--- src/logic/scfg_consts.svh ---
// Offsets, field positions, reset values and timing counts for the config bank
`ifndef SCFG_CONSTS_SVH
`define SCFG_CONSTS_SVH

`define SCFG_ADDR_W          5
`define SCFG_DATA_W          16
`define SCFG_OFF_PIN_CLK     5'h01
`define SCFG_OFF_FIXED_TWO   5'h02
`define SCFG_OFF_FIXED_THREE 5'h03
`define SCFG_OFF_FIXED_FOUR  5'h04
`define SCFG_OFF_FIXED_FIVE  5'h05
`define SCFG_OFF_FIXED_SIX   5'h06
`define SCFG_OFF_FIXED_SEVEN 5'h07
`define SCFG_OFF_OSC_OVR     5'h08
`define SCFG_OFF_OSC_CUR     5'h10
`define SCFG_RST_PIN_CLK     16'h080c
`define SCFG_RST_FIXED_TWO   16'h0500
`define SCFG_RST_FIXED_THREE 16'h0642
`define SCFG_RST_FIXED_FOUR  16'h0a43
`define SCFG_RST_FIXED_FIVE  16'h00c8
`define SCFG_RST_FIXED_SIX   16'hc802
`define SCFG_RST_FIXED_SEVEN 16'h00b2
`define SCFG_RST_OSC_OVR     16'h2000
`define SCFG_RST_OSC_CUR     16'h0080
`define SCFG_BIT_DRIVE_EN    3
`define SCFG_DIV_LSB         0
`define SCFG_DIV_W           3
`define SCFG_BIT_CUR_OVR     14
`define SCFG_BIT_CAP_OVR     11
`define SCFG_CUR_W           9
`define SCFG_CAP_W           8
`define SCFG_DIV_CNT_W       8
`define SCFG_SM_MAX_MHZ      50

`endif

--- src/logic/scfg_pkg.sv ---
// Types shared by the synthesizer config bank
package scfg_pkg;
	typedef struct packed {
		logic [4:0]  addr;
		logic [15:0] wdata;
		logic        wr;
		logic        rd;
	} scfg_req_type;

	typedef struct packed {
		logic [8:0] cur;
		logic [7:0] cap;
	} scfg_osc_type;
endpackage

--- src/logic/scfg_clk_div.sv ---
// Power-of-two divider producing the calibration clock enable
`timescale 1ns/100ps
`default_nettype none
`include "scfg_consts.svh"

module scfg_clk_div
	import scfg_pkg::*;
#(
	parameter int CNT_W = `SCFG_DIV_CNT_W
) (
	input  wire logic       clk_sys_i,  // Oscillator clock
	input  wire logic       rst_i,      // Async reset, high
	input  wire logic       ce_i,       // Clock enable
	input  wire logic [2:0] div_i,      // Exponent of divider
	output var  logic       tick_o      // One pulse per divided period
);
	typedef struct packed {
		logic [CNT_W-1:0] cnt;
		logic             tick;
	} scfg_div_state_type;

	scfg_div_state_type st_r;
	scfg_div_state_type st_nxt;
	logic [CNT_W-1:0]   mask;

	always_comb begin
		// Counting under a mask lets a divider change take effect at once
		mask = CNT_W'((1 << div_i) - 1);
		st_nxt = st_r;
		st_nxt.tick = ((st_r.cnt & mask) == mask);
		st_nxt.cnt = st_r.cnt + 1'b1;
	end

	always_ff @(posedge clk_sys_i or posedge rst_i) begin
		if (rst_i) begin
			st_r <= '0;
		end else if (ce_i) begin
			st_r <= st_nxt;
		end
	end

	assign tick_o = st_r.tick;
endmodule // scfg_clk_div
`default_nettype wire

--- src/logic/scfg_regs.sv ---
// Synthesizer control bank slice: pin drive, cal clock, fixed words, overrides
`timescale 1ns/100ps
`default_nettype none
`include "scfg_consts.svh"

// Behaviour
// - Drive bit zero tri-states status pin
// - Cal clock is oscillator over two^div
// - Current override selects programmed current
// - Capbank override selects programmed code
// - Programmed current from nine-bit field
module scfg_regs
	import scfg_pkg::*;
(
	input  wire logic        clk_sys_i,       // Oscillator clock, 200 MHz
	input  wire logic        rst_i,           // Async reset, high
	input  wire logic        ce_i,            // Clock enable
	input  wire logic [4:0]  addr_i,          // Register offset
	input  wire logic [15:0] wdata_i,         // Write data
	input  wire logic        wr_i,            // Write strobe
	input  wire logic        rd_i,            // Read strobe
	output var  logic [15:0] rdata_o,         // Read data, cycle after rd
	input  wire logic        status_src_i,    // Internal status level
	output var  logic        status_output_pin_o,  // Status pin out
	output var  logic        status_output_pin_oe_o, // Status pin enable
	input  wire logic [8:0]  cal_cur_i,       // Calibrated current
	input  wire logic [7:0]  cal_cap_i,       // Calibrated capbank
	input  wire logic [7:0]  prog_cap_i,      // Programmed capbank code
	output var  logic [8:0]  osc_current_setting_o, // Applied current
	output var  logic [7:0]  osc_capbank_code_o,    // Applied capbank
	output var  logic        cal_tick_o       // Cal state machine enable
);
	//==========================================================
	// State
	typedef struct packed {
		logic [15:0]  pin_clk;
		logic [15:0]  fx2;
		logic [15:0]  fx3;
		logic [15:0]  fx4;
		logic [15:0]  fx5;
		logic [15:0]  fx6;
		logic [15:0]  fx7;
		logic [15:0]  ovr;
		logic [15:0]  cur;
		logic [15:0]  rdata;
		logic         pin;
		logic         pin_oe;
		scfg_osc_type osc;
		logic         tick;
	} scfg_state_type;

	// One select bit per mapped word, shared by write and read paths
	typedef struct packed {
		logic pin_clk;
		logic fx2;
		logic fx3;
		logic fx4;
		logic fx5;
		logic fx6;
		logic fx7;
		logic ovr;
		logic cur;
	} scfg_sel_type;

	scfg_state_type st_r;
	scfg_state_type st_nxt;
	scfg_req_type   req;
	logic           div_tick;
	scfg_sel_type   wr_sel;
	scfg_sel_type   rd_sel;
	logic [2:0]     div_exp;
	logic           drive_en;
	logic           cur_force;
	logic           cap_force;
	logic [8:0]     cur_prog;

	localparam scfg_state_type ST_RST = '{
		pin_clk: `SCFG_RST_PIN_CLK,
		fx2:     `SCFG_RST_FIXED_TWO,
		fx3:     `SCFG_RST_FIXED_THREE,
		fx4:     `SCFG_RST_FIXED_FOUR,
		fx5:     `SCFG_RST_FIXED_FIVE,
		fx6:     `SCFG_RST_FIXED_SIX,
		fx7:     `SCFG_RST_FIXED_SEVEN,
		ovr:     `SCFG_RST_OSC_OVR,
		cur:     `SCFG_RST_OSC_CUR,
		rdata:   16'h0000,
		pin:     1'b0,
		pin_oe:  1'b0,
		osc:     '0,
		tick:    1'b0
	};

	assign req = '{addr: addr_i, wdata: wdata_i, wr: wr_i, rd: rd_i};

	//==========================================================
	// Calibration clock divider
	scfg_clk_div #(
		.CNT_W (`SCFG_DIV_CNT_W)
	) u_div (
		.clk_sys_i (clk_sys_i),
		.rst_i     (rst_i),
		.ce_i      (ce_i),
		.div_i     (div_exp),
		.tick_o    (div_tick)
	);

	//==========================================================
	// Address decode, shared by write and read paths so that the
	// two can never disagree about which offsets are mapped
	function automatic scfg_sel_type reg_dec(input logic [4:0] a);
		reg_dec = '0;
		case (a)
			`SCFG_OFF_PIN_CLK:     reg_dec.pin_clk = 1'b1;
			`SCFG_OFF_FIXED_TWO:   reg_dec.fx2 = 1'b1;
			`SCFG_OFF_FIXED_THREE: reg_dec.fx3 = 1'b1;
			`SCFG_OFF_FIXED_FOUR:  reg_dec.fx4 = 1'b1;
			`SCFG_OFF_FIXED_FIVE:  reg_dec.fx5 = 1'b1;
			`SCFG_OFF_FIXED_SIX:   reg_dec.fx6 = 1'b1;
			`SCFG_OFF_FIXED_SEVEN: reg_dec.fx7 = 1'b1;
			`SCFG_OFF_OSC_OVR:     reg_dec.ovr = 1'b1;
			`SCFG_OFF_OSC_CUR:     reg_dec.cur = 1'b1;
			// Unmapped offsets select nothing
			default:               reg_dec = '0;
		endcase
	endfunction

	//==========================================================
	// Whole-word update of one register
	function automatic logic [15:0] wr_word(input logic [15:0] old,
		input logic [15:0] d, input logic hit);
		wr_word = hit ? d : old;
	endfunction

	//==========================================================
	// Register writes; reserved bits are kept as written, since
	// software owns their values and the bank does not police them
	function automatic scfg_state_type apply_wr(input scfg_state_type s,
		input scfg_sel_type sel, input logic [15:0] d);
		apply_wr = s;
		apply_wr.pin_clk = wr_word(s.pin_clk, d, sel.pin_clk);
		apply_wr.fx2 = wr_word(s.fx2, d, sel.fx2);
		apply_wr.fx3 = wr_word(s.fx3, d, sel.fx3);
		apply_wr.fx4 = wr_word(s.fx4, d, sel.fx4);
		apply_wr.fx5 = wr_word(s.fx5, d, sel.fx5);
		apply_wr.fx6 = wr_word(s.fx6, d, sel.fx6);
		apply_wr.fx7 = wr_word(s.fx7, d, sel.fx7);
		apply_wr.ovr = wr_word(s.ovr, d, sel.ovr);
		apply_wr.cur = wr_word(s.cur, d, sel.cur);
	endfunction

	//==========================================================
	// Read mux; the select is one-hot or empty, so an OR of masked
	// words suffices and an empty select reads as zero
	function automatic logic [15:0] rd_mux(input scfg_state_type s,
		input scfg_sel_type sel);
		rd_mux = 16'h0000;
		rd_mux = rd_mux | ({16{sel.pin_clk}} & s.pin_clk);
		rd_mux = rd_mux | ({16{sel.fx2}} & s.fx2);
		rd_mux = rd_mux | ({16{sel.fx3}} & s.fx3);
		rd_mux = rd_mux | ({16{sel.fx4}} & s.fx4);
		rd_mux = rd_mux | ({16{sel.fx5}} & s.fx5);
		rd_mux = rd_mux | ({16{sel.fx6}} & s.fx6);
		rd_mux = rd_mux | ({16{sel.fx7}} & s.fx7);
		rd_mux = rd_mux | ({16{sel.ovr}} & s.ovr);
		rd_mux = rd_mux | ({16{sel.cur}} & s.cur);
	endfunction

	//==========================================================
	// Oscillator setting select: a forced value replaces the
	// calibration result only while its override bit is set
	function automatic scfg_osc_type osc_sel(input logic cur_frc,
		input logic [8:0] cur_prg, input logic [8:0] cur_cal,
		input logic cap_frc, input logic [7:0] cap_prg,
		input logic [7:0] cap_cal);
		osc_sel.cur = cur_frc ? cur_prg : cur_cal;
		osc_sel.cap = cap_frc ? cap_prg : cap_cal;
	endfunction

	//==========================================================
	// Decoded strobes and control fields
	assign wr_sel = req.wr ? reg_dec(req.addr) : scfg_sel_type'('0);
	assign rd_sel = req.rd ? reg_dec(req.addr) : scfg_sel_type'('0);
	assign div_exp = st_r.pin_clk[`SCFG_DIV_LSB +: `SCFG_DIV_W];
	assign drive_en = st_r.pin_clk[`SCFG_BIT_DRIVE_EN];
	assign cur_force = st_r.ovr[`SCFG_BIT_CUR_OVR];
	assign cap_force = st_r.ovr[`SCFG_BIT_CAP_OVR];
	assign cur_prog = st_r.cur[`SCFG_CUR_W-1:0];

	//==========================================================
	// Next state
	always_comb begin
		st_nxt = apply_wr(st_r, wr_sel, req.wdata);
		// Read data stand for one cycle only, zero otherwise
		st_nxt.rdata = rd_mux(st_r, rd_sel);
		st_nxt.pin = status_src_i;
		st_nxt.pin_oe = drive_en;
		st_nxt.osc = osc_sel(cur_force, cur_prog, cal_cur_i,
			cap_force, prog_cap_i, cal_cap_i);
		st_nxt.tick = div_tick;
	end

	always_ff @(posedge clk_sys_i or posedge rst_i) begin
		if (rst_i) begin
			st_r <= ST_RST;
		end else if (ce_i) begin
			st_r <= st_nxt;
		end
	end

	//==========================================================
	// Outputs, all registered
	assign rdata_o = st_r.rdata;
	assign status_output_pin_o = st_r.pin;
	assign status_output_pin_oe_o = st_r.pin_oe;
	assign osc_current_setting_o = st_r.osc.cur;
	assign osc_capbank_code_o = st_r.osc.cap;
	assign cal_tick_o = st_r.tick;
endmodule // scfg_regs
`default_nettype wire

--- config.mk ---
export PLATFORM = sky130hd
export DESIGN_NAME = scfg_regs
export DESIGN_NICKNAME = d
export VERILOG_FILES = /design/src/logic/scfg_pkg.sv /design/src/logic/scfg_clk_div.sv /design/src/logic/scfg_regs.sv
export VERILOG_INCLUDE_DIRS = /design/src /design/src/logic
export SDC_FILE = /design/constraint.sdc
export NUM_CORES = 1
export LEC_CHECK = 0
export CAP_MARGIN = 20
export CORE_MARGIN = 2
export CORE_UTILIZATION = 50
export DETAILED_ROUTE_END_ITERATION = 7
export DONT_BUFFER_PORTS = 1
export HOLD_SLACK_MARGIN = 0.08
export PLACE_DENSITY = 0.67
export SYNTH_ARGS = -nofsm -noshare
export SYNTH_HDL_FRONTEND = slang
export SYNTH_SLANG_ARGS = --single-unit
--- constraint.sdc ---
create_clock -name clk_sys_i -period 6.1 [get_ports clk_sys_i]
set_input_delay 0 -clock clk_sys_i [delete_from_list [all_inputs] [get_ports clk_sys_i]]
set_output_delay 0 -clock clk_sys_i [all_outputs]
set_load 0.02 [all_outputs]
# After elaboration in Yosys (flattened, before gate mapping)
# Index checks and enable logic that the tools add are counted.
dict set report word_totals {
  reg_bits 189
}
dict set report classes {
  n_shift 1
  bitwise 18
  mux 13
  add_sub_neg 2
  n_reduce_logical 9
  n_eq_ne 10
}
# cell n
set ops {}
lappend ops {{16-bit AND} 9}
lappend ops {{16-bit bitwise OR} 8}
lappend ops {{9-bit 2-to-1 mux} 3}
lappend ops {{5-bit by 3-bit equality test with 1-bit output, second input constant} 4}
lappend ops {{2-bit AND reduction} 9}
lappend ops {{5-bit by 2-bit equality test with 1-bit output, second input constant} 2}
lappend ops {{1-bit 2-to-1 mux} 9}
lappend ops {{8-bit by 1-bit adder with 8-bit output, second input constant} 1}
lappend ops {{8-bit AND} 1}
lappend ops {{8-bit equality test} 1}
lappend ops {{8-bit 2-to-1 mux} 1}
lappend ops {{1-bit by 3-bit left shift with 8-bit output, first input constant} 1}
lappend ops {{8-bit by 2-bit subtractor with 8-bit output, second input constant} 1}
lappend ops {{5-bit by 1-bit equality test with 1-bit output, second input constant} 1}
lappend ops {{5-bit by 4-bit equality test with 1-bit output, second input constant} 1}
lappend ops {{5-bit equality test, second input constant} 1}

# Logic depth before layout (Yosys ltp)
dict set report depth {
  ltp_word 12
  mapped_depth 7
}

# Hierarchy
# A second synthesis with hierarchy kept.
dict set report unflattened {
  cells_unflattened 695
  hier_area_um2 8683.3
}
# module area_per_inst_um2 cells_each instances
set modules_own_cells {}
lappend modules_own_cells {scfg_regs 8280.4 657 1}
lappend modules_own_cells {scfg_clk_div 402.9 38 1}

# Worst setup path before layout
# OpenSTA, ideal clock, no wires.
dict set report synth_path {
  kind {in2reg}
  from {input port addr_i[3]}
  to {register st_r[118] (netlist bit)}
  stages 6
  slack_ns 4.371
  setup_ns 0.125
  arrival_time_ns 1.604
  cell_sequence {buf_6 or4b_1 clkbuf_1 nor3_4 buf_4 mux2_2}
}
dict set report synth_via {
  elab_chain_cells 4
}
# item line
set synth_lines {}
lappend synth_lines {{from (decl)} scfg_regs.sv:18} ;# input wire logic [4:0] addr_i,
lappend synth_lines {{5-bit by 3-bit equality test with 1-bit output} scfg_regs.sv:113} ;# case (a)
lappend synth_lines {{1-bit 2-to-1 mux} scfg_regs.sv:113}
lappend synth_lines {{9-bit 2-to-1 mux} scfg_regs.sv:182} ;# assign wr_sel = req.wr ? reg_dec(req.addr) : scfg_sel_type'('0);
lappend synth_lines {{2-bit AND reduction (no line)} n/a}
lappend synth_lines {{to (signal assigned)} scfg_regs.sv:207} ;# st_r <= st_nxt;
lappend synth_lines {{to (decl)} scfg_regs.sv:65} ;# scfg_state_type st_r;
# Every way passes these cells.
# A chain may end at the register's enable or synchronous reset.

# Worst setup path after layout
dict set report layout_path {
  from {input port addr_i[4]}
  to {register st_r (netlist bit rdata_o[13])}
}
dict set report layout_via {
  elab_chain_cells 12
  elab_cells_between_ends 36
  classes_between {eq/ne: 9; mux: 10; bitwise: 17}
}
# item line
set layout_lines {}
lappend layout_lines {{5-bit by 1-bit equality test with 1-bit output / 5-bit by 2-bit equality test with 1-bit output (equally long branches)} scfg_regs.sv:113}
lappend layout_lines {{1-bit 2-to-1 mux} scfg_regs.sv:113}
lappend layout_lines {{9-bit 2-to-1 mux *} scfg_regs.sv:183} ;# assign rd_sel = req.rd ? reg_dec(req.addr) : scfg_sel_type'('0);
lappend layout_lines {{16-bit AND, on equally long branches} {scfg_regs.sv:158, scfg_regs.sv:159}}
lappend layout_lines {{16-bit bitwise OR} scfg_regs.sv:159} ;# rd_mux = rd_mux | ({16{sel.fx2}} & s.fx2);
lappend layout_lines {{16-bit bitwise OR} scfg_regs.sv:160} ;# rd_mux = rd_mux | ({16{sel.fx3}} & s.fx3);
lappend layout_lines {{16-bit bitwise OR} scfg_regs.sv:161} ;# rd_mux = rd_mux | ({16{sel.fx4}} & s.fx4);
lappend layout_lines {{16-bit bitwise OR} scfg_regs.sv:162} ;# rd_mux = rd_mux | ({16{sel.fx5}} & s.fx5);
lappend layout_lines {{16-bit bitwise OR} scfg_regs.sv:163} ;# rd_mux = rd_mux | ({16{sel.fx6}} & s.fx6);
lappend layout_lines {{16-bit bitwise OR} scfg_regs.sv:164} ;# rd_mux = rd_mux | ({16{sel.fx7}} & s.fx7);
lappend layout_lines {{16-bit bitwise OR} scfg_regs.sv:165} ;# rd_mux = rd_mux | ({16{sel.ovr}} & s.ovr);
lappend layout_lines {{16-bit bitwise OR *} scfg_regs.sv:166} ;# rd_mux = rd_mux | ({16{sel.cur}} & s.cur);
# Every way passes the cells marked *; elsewhere a longest branch is shown, timed or not.

==> results.py <==
metrics = {
    "outcome": {
        "status": "completed",
    },
    "logic_synthesis": {
        "synth_commonest_cells": "161 x dfrtp_1, 139 x mux2_2, 47 x mux2i_1, 41 x nor2_1, 35 x buf_4",
        "synth_seq_area_share_pct": 54.2,
        "synth-edff-count": 0,
        "synthArstFlopShare_pct": 100,
        "synth.area.top_cells": "dfrtp_1 46%, mux2_2 18%, dfstp_2 8.1%",
        "avgSynthCellArea_sq_um": 12.8,
        "synthCells": 685,
        "yosysTopAreaCellShare_pct": 46.1,
        "synth.most_common_cell": "dfrtp_1",
        "synth_seq_cells": 188,
        "yosysTopAreaCell": "dfrtp_1",
        "synth_nets": 738,
        "synth_cell_types": 52,
        "ys.flop_type": "dfrtp_1",
        "yosys_warnings": 0,
        "synth_area_sq_um": 8750,
    },
    "power": {
        "netSwitchingFraction_pct": 25.5,
        "switching_power_uw": 781,
        "p_leak_uw": 0.00430,
        "clock_power_share_pct": 36.2,
        "seqPwrFrac_pct": 52.0,
        "ir_worst_vdd_mv": 0.231,
        "powerDensity_nw_per_um2": 313,
        "p_int_uw": 2280,
        "combPwrFrac_pct": 11.9,
    },
    "route": {
        "vias": 5620,
        "met3_length_um": 1860,
        "topRoutingLayerUsed": "met4",
        "drt_iter0_markers": 433,
        "routed_via_density": 6.08,
        "final_antenna_net_count": 0,
        "drt-met1-wl_um": 9770,
        "dr.pass1.iters": 5,
        "finalWirelength_um": 21700,
        "drc": 0,
        "wl_per_cell_um": 23.5,
        "wl_met2_um": 9800,
    },
    "clock_network": {
        "path_clk_slew_ns": 0.07,
        "clk_path_buf_depth": 2,
        "clock-sinks": 188,
        "cts_buffers": 17,
        "cts_resized": 0,
        "cts_setup_buffers": 0,
        "cts_max_level": 4,
        "cts_root_buf": "clkbuf_16",
        "cts_tree": "yes",
        "clk_latency_ns": 0.44,
    },
    "floorplanning": {
        "die_y_um": 136,
        "pin_count": 88,
        "die_w_um": 136,
        "core-area_sq_um": 17200,
        "row_count": 48,
        "initial_core_util_pct": 50.9,
        "die_area_sq_um": 18600,
    },
    "sta": {
        "tightest_slew_ns": 1.16,
        "fin_skew_ns": 0.00909,
        "fin_setup_tns_ns": 0,
        "hold_viol_final": 0,
        "period_needed_ns": 2.19,
        "rsz0062_at_grt": "false",
        "finalSetupViolations": 0,
        "fmax_ghz": 0.456,
        "relSlewSlack_pct": 22.4,
        "period_share_pct": 35.9,
        "drv_slew": 0,
    },
    "place": {
        "globalplace.congestion": 0.854,
        "dp.cells": 837,
        "place_area_sq_um": 8600,
        "dp_hpwl_um": 13800,
        "io_buffer_count": 0,
    },
    "worst_hold_path": {
        "hold_class": "in -> async",
    },
    "layout": {
        "area_growth_pct": 11.7,
        "antenna_cells": 0,
        "finalNetCount": 739,
        "drive_gt1_share_pct": 31.3,
        "final_cell_area_sq_um": 9770,
        "layoutNonFillerInstCount": 924,
        "n_fill_cell": 1423,
    },
    "global_routing": {
        "grt_pass1_wl_um": 33100,
        "grt_pass1_vias": 5802,
        "grt_remaining_overflow": 0,
        "antenna_found_initial": 0,
        "grt_max_degree": 116,
        "track_usage_pct": 24.2,
    },
    "run": {
        "max-cap-violations": 0,
    },
    "worst_setup_path": {
        "crit_type": "in -> reg",
        "cp.arrival_ns": 2.56,
        "critPathLaunchType": "input pin",
        "cp_max_fo": 19,
        "critPathCaptureType": "flip-flop",
        "worstPathRequired_ns": 6.47,
    },
}
==> layer usage <==
layer | up-vias | global-route usage [%]
met5 | - | 0
met2 | 226 | 37.2
li1 | 2473 | -
met1 | 2891 | 33.0
met4 | 0 | 6.89
met3 | 30 | 7.61
==> cell type report <==
class	count	area [sq um]	share of cell area [%]
timing repair buffer	58	612	6.26
clock buffer	23	478	4.89
multi-input combinational	415	3520	36.0
sequential	188	4740	48.5
inverter	6	27.5	0.282
clock inverter	9	114	1.17
tap	225	282	2.88
==> worst max-delay path, cell delays in order <==
cell           delay (ns)
dlygate4sd3_1        0.91
nand2b_1             0.14
nor3_1               0.46
a2111oi_0            0.23
a31oi_1              0.22
dlygate4sd3_1        0.58
==> path summary, 6_finish.rpt <==
| kind | from | end | slack (ns) | depth (start not counted) |
|---|---|---|---|---|
| max in group asynchronous | rst_i | st_r[147] | 4.40 | 4 |
| min | rst_i | st_r[149] | 0.08 | 2 |
| max reg2reg | st_r[81] | rdata_o[13] | 4.13 | 5 |
| max | addr_i[4] | rdata_o[13] | 3.91 | 6 |
| min reg2reg | u_div.st_r[7] | u_div.st_r[7] | 0.48 | 1 |
| min in group clk_sys_i | addr_i[0] | rdata_o[4] | 0.10 | 4 |
==> cells in the final DEF, fill, tap and decap left out, drive strengths merged, types with 4 or more instances in the layout <==
master       count
dfrtp          161
mux2           150
dlygate4sd3     53
mux2i           47
nor2            43
a21oi           29
dfstp           27
nor3            27
clkbuf          23
a31oi           16
and3            12
a2111oi         12
nor4             9
a22oi            7
nand2            7
a222oi           6
inv              6
xnor2            5
buf              5
nand2b           4
nand3            4
clkinv           4
==> cell families (layout without fill, tap and decap cells) <==
| group | count (synthesis) | count (layout) | share of synthesized area [%] |
|---|---|---|---|
| multiplexers | 197 | 197 | 25.1 |
| flip-flops | 188 | 188 | 54.2 |
| XOR/XNOR | 6 | 6 | 0.601 |
| AO/OA/AOI/OAI | 83 | 83 | 6.41 |
| AND/OR/NAND/NOR | 128 | 128 | 7.92 |
| buffers and inverters | 82 | 96 | 5.65 |
| adder cells (fa/ha/maj) | 1 | 1 | 0.143 |
==> power by group through the flow <==
stage / Clock [uW] / Sequential [uW] / Combinational (uW)
floorplan: 0 / 1540 / 327
global placement: 0 / 1600 / 279
detailed placement: 0 / 1610 / 299
CTS: 1120 / 1590 / 361
global route: 1170 / 1610 / 399
finish: 1110 / 1590 / 363
==> sequential cells by signal (all words and copies together) (netlist names) <==
name / flops
osc_capbank_code_o: 8
cur_force: 1
cur_prog: 9
status_output_pin_o: 1
drive_en: 1
cap_force: 1
status_output_pin_oe_o: 1
div_exp: 3
cal_tick_o: 1
rdata_o: 16
u_div.st_r: 7
u_div.tick_o: 1
st_r: 129
osc_current_setting_o: 9
==> per-stage QoR <==
step	hold WS (ns)	total power [uW]	util, %	setup slack, ns
3_3_place_gp	0.110	1880	50.0	3.98
2_1_floorplan	0.132	1860	-	1.03
6_report	0.0836	3060	56.9	3.91
3_5_place_dp	0.108	1910	50.0	4.00
4_1_cts	0.0807	3070	56.7	3.98
5_1_grt	0.117	3180	56.9	3.72
==> timing repair <==
action                                  4_1_cts  5_1_grt
endpoints found under the hold margin       288        0
endpoints found under the setup margin        0        0
hold buffers                                 54        0
(Power assumes the default switching activity.)
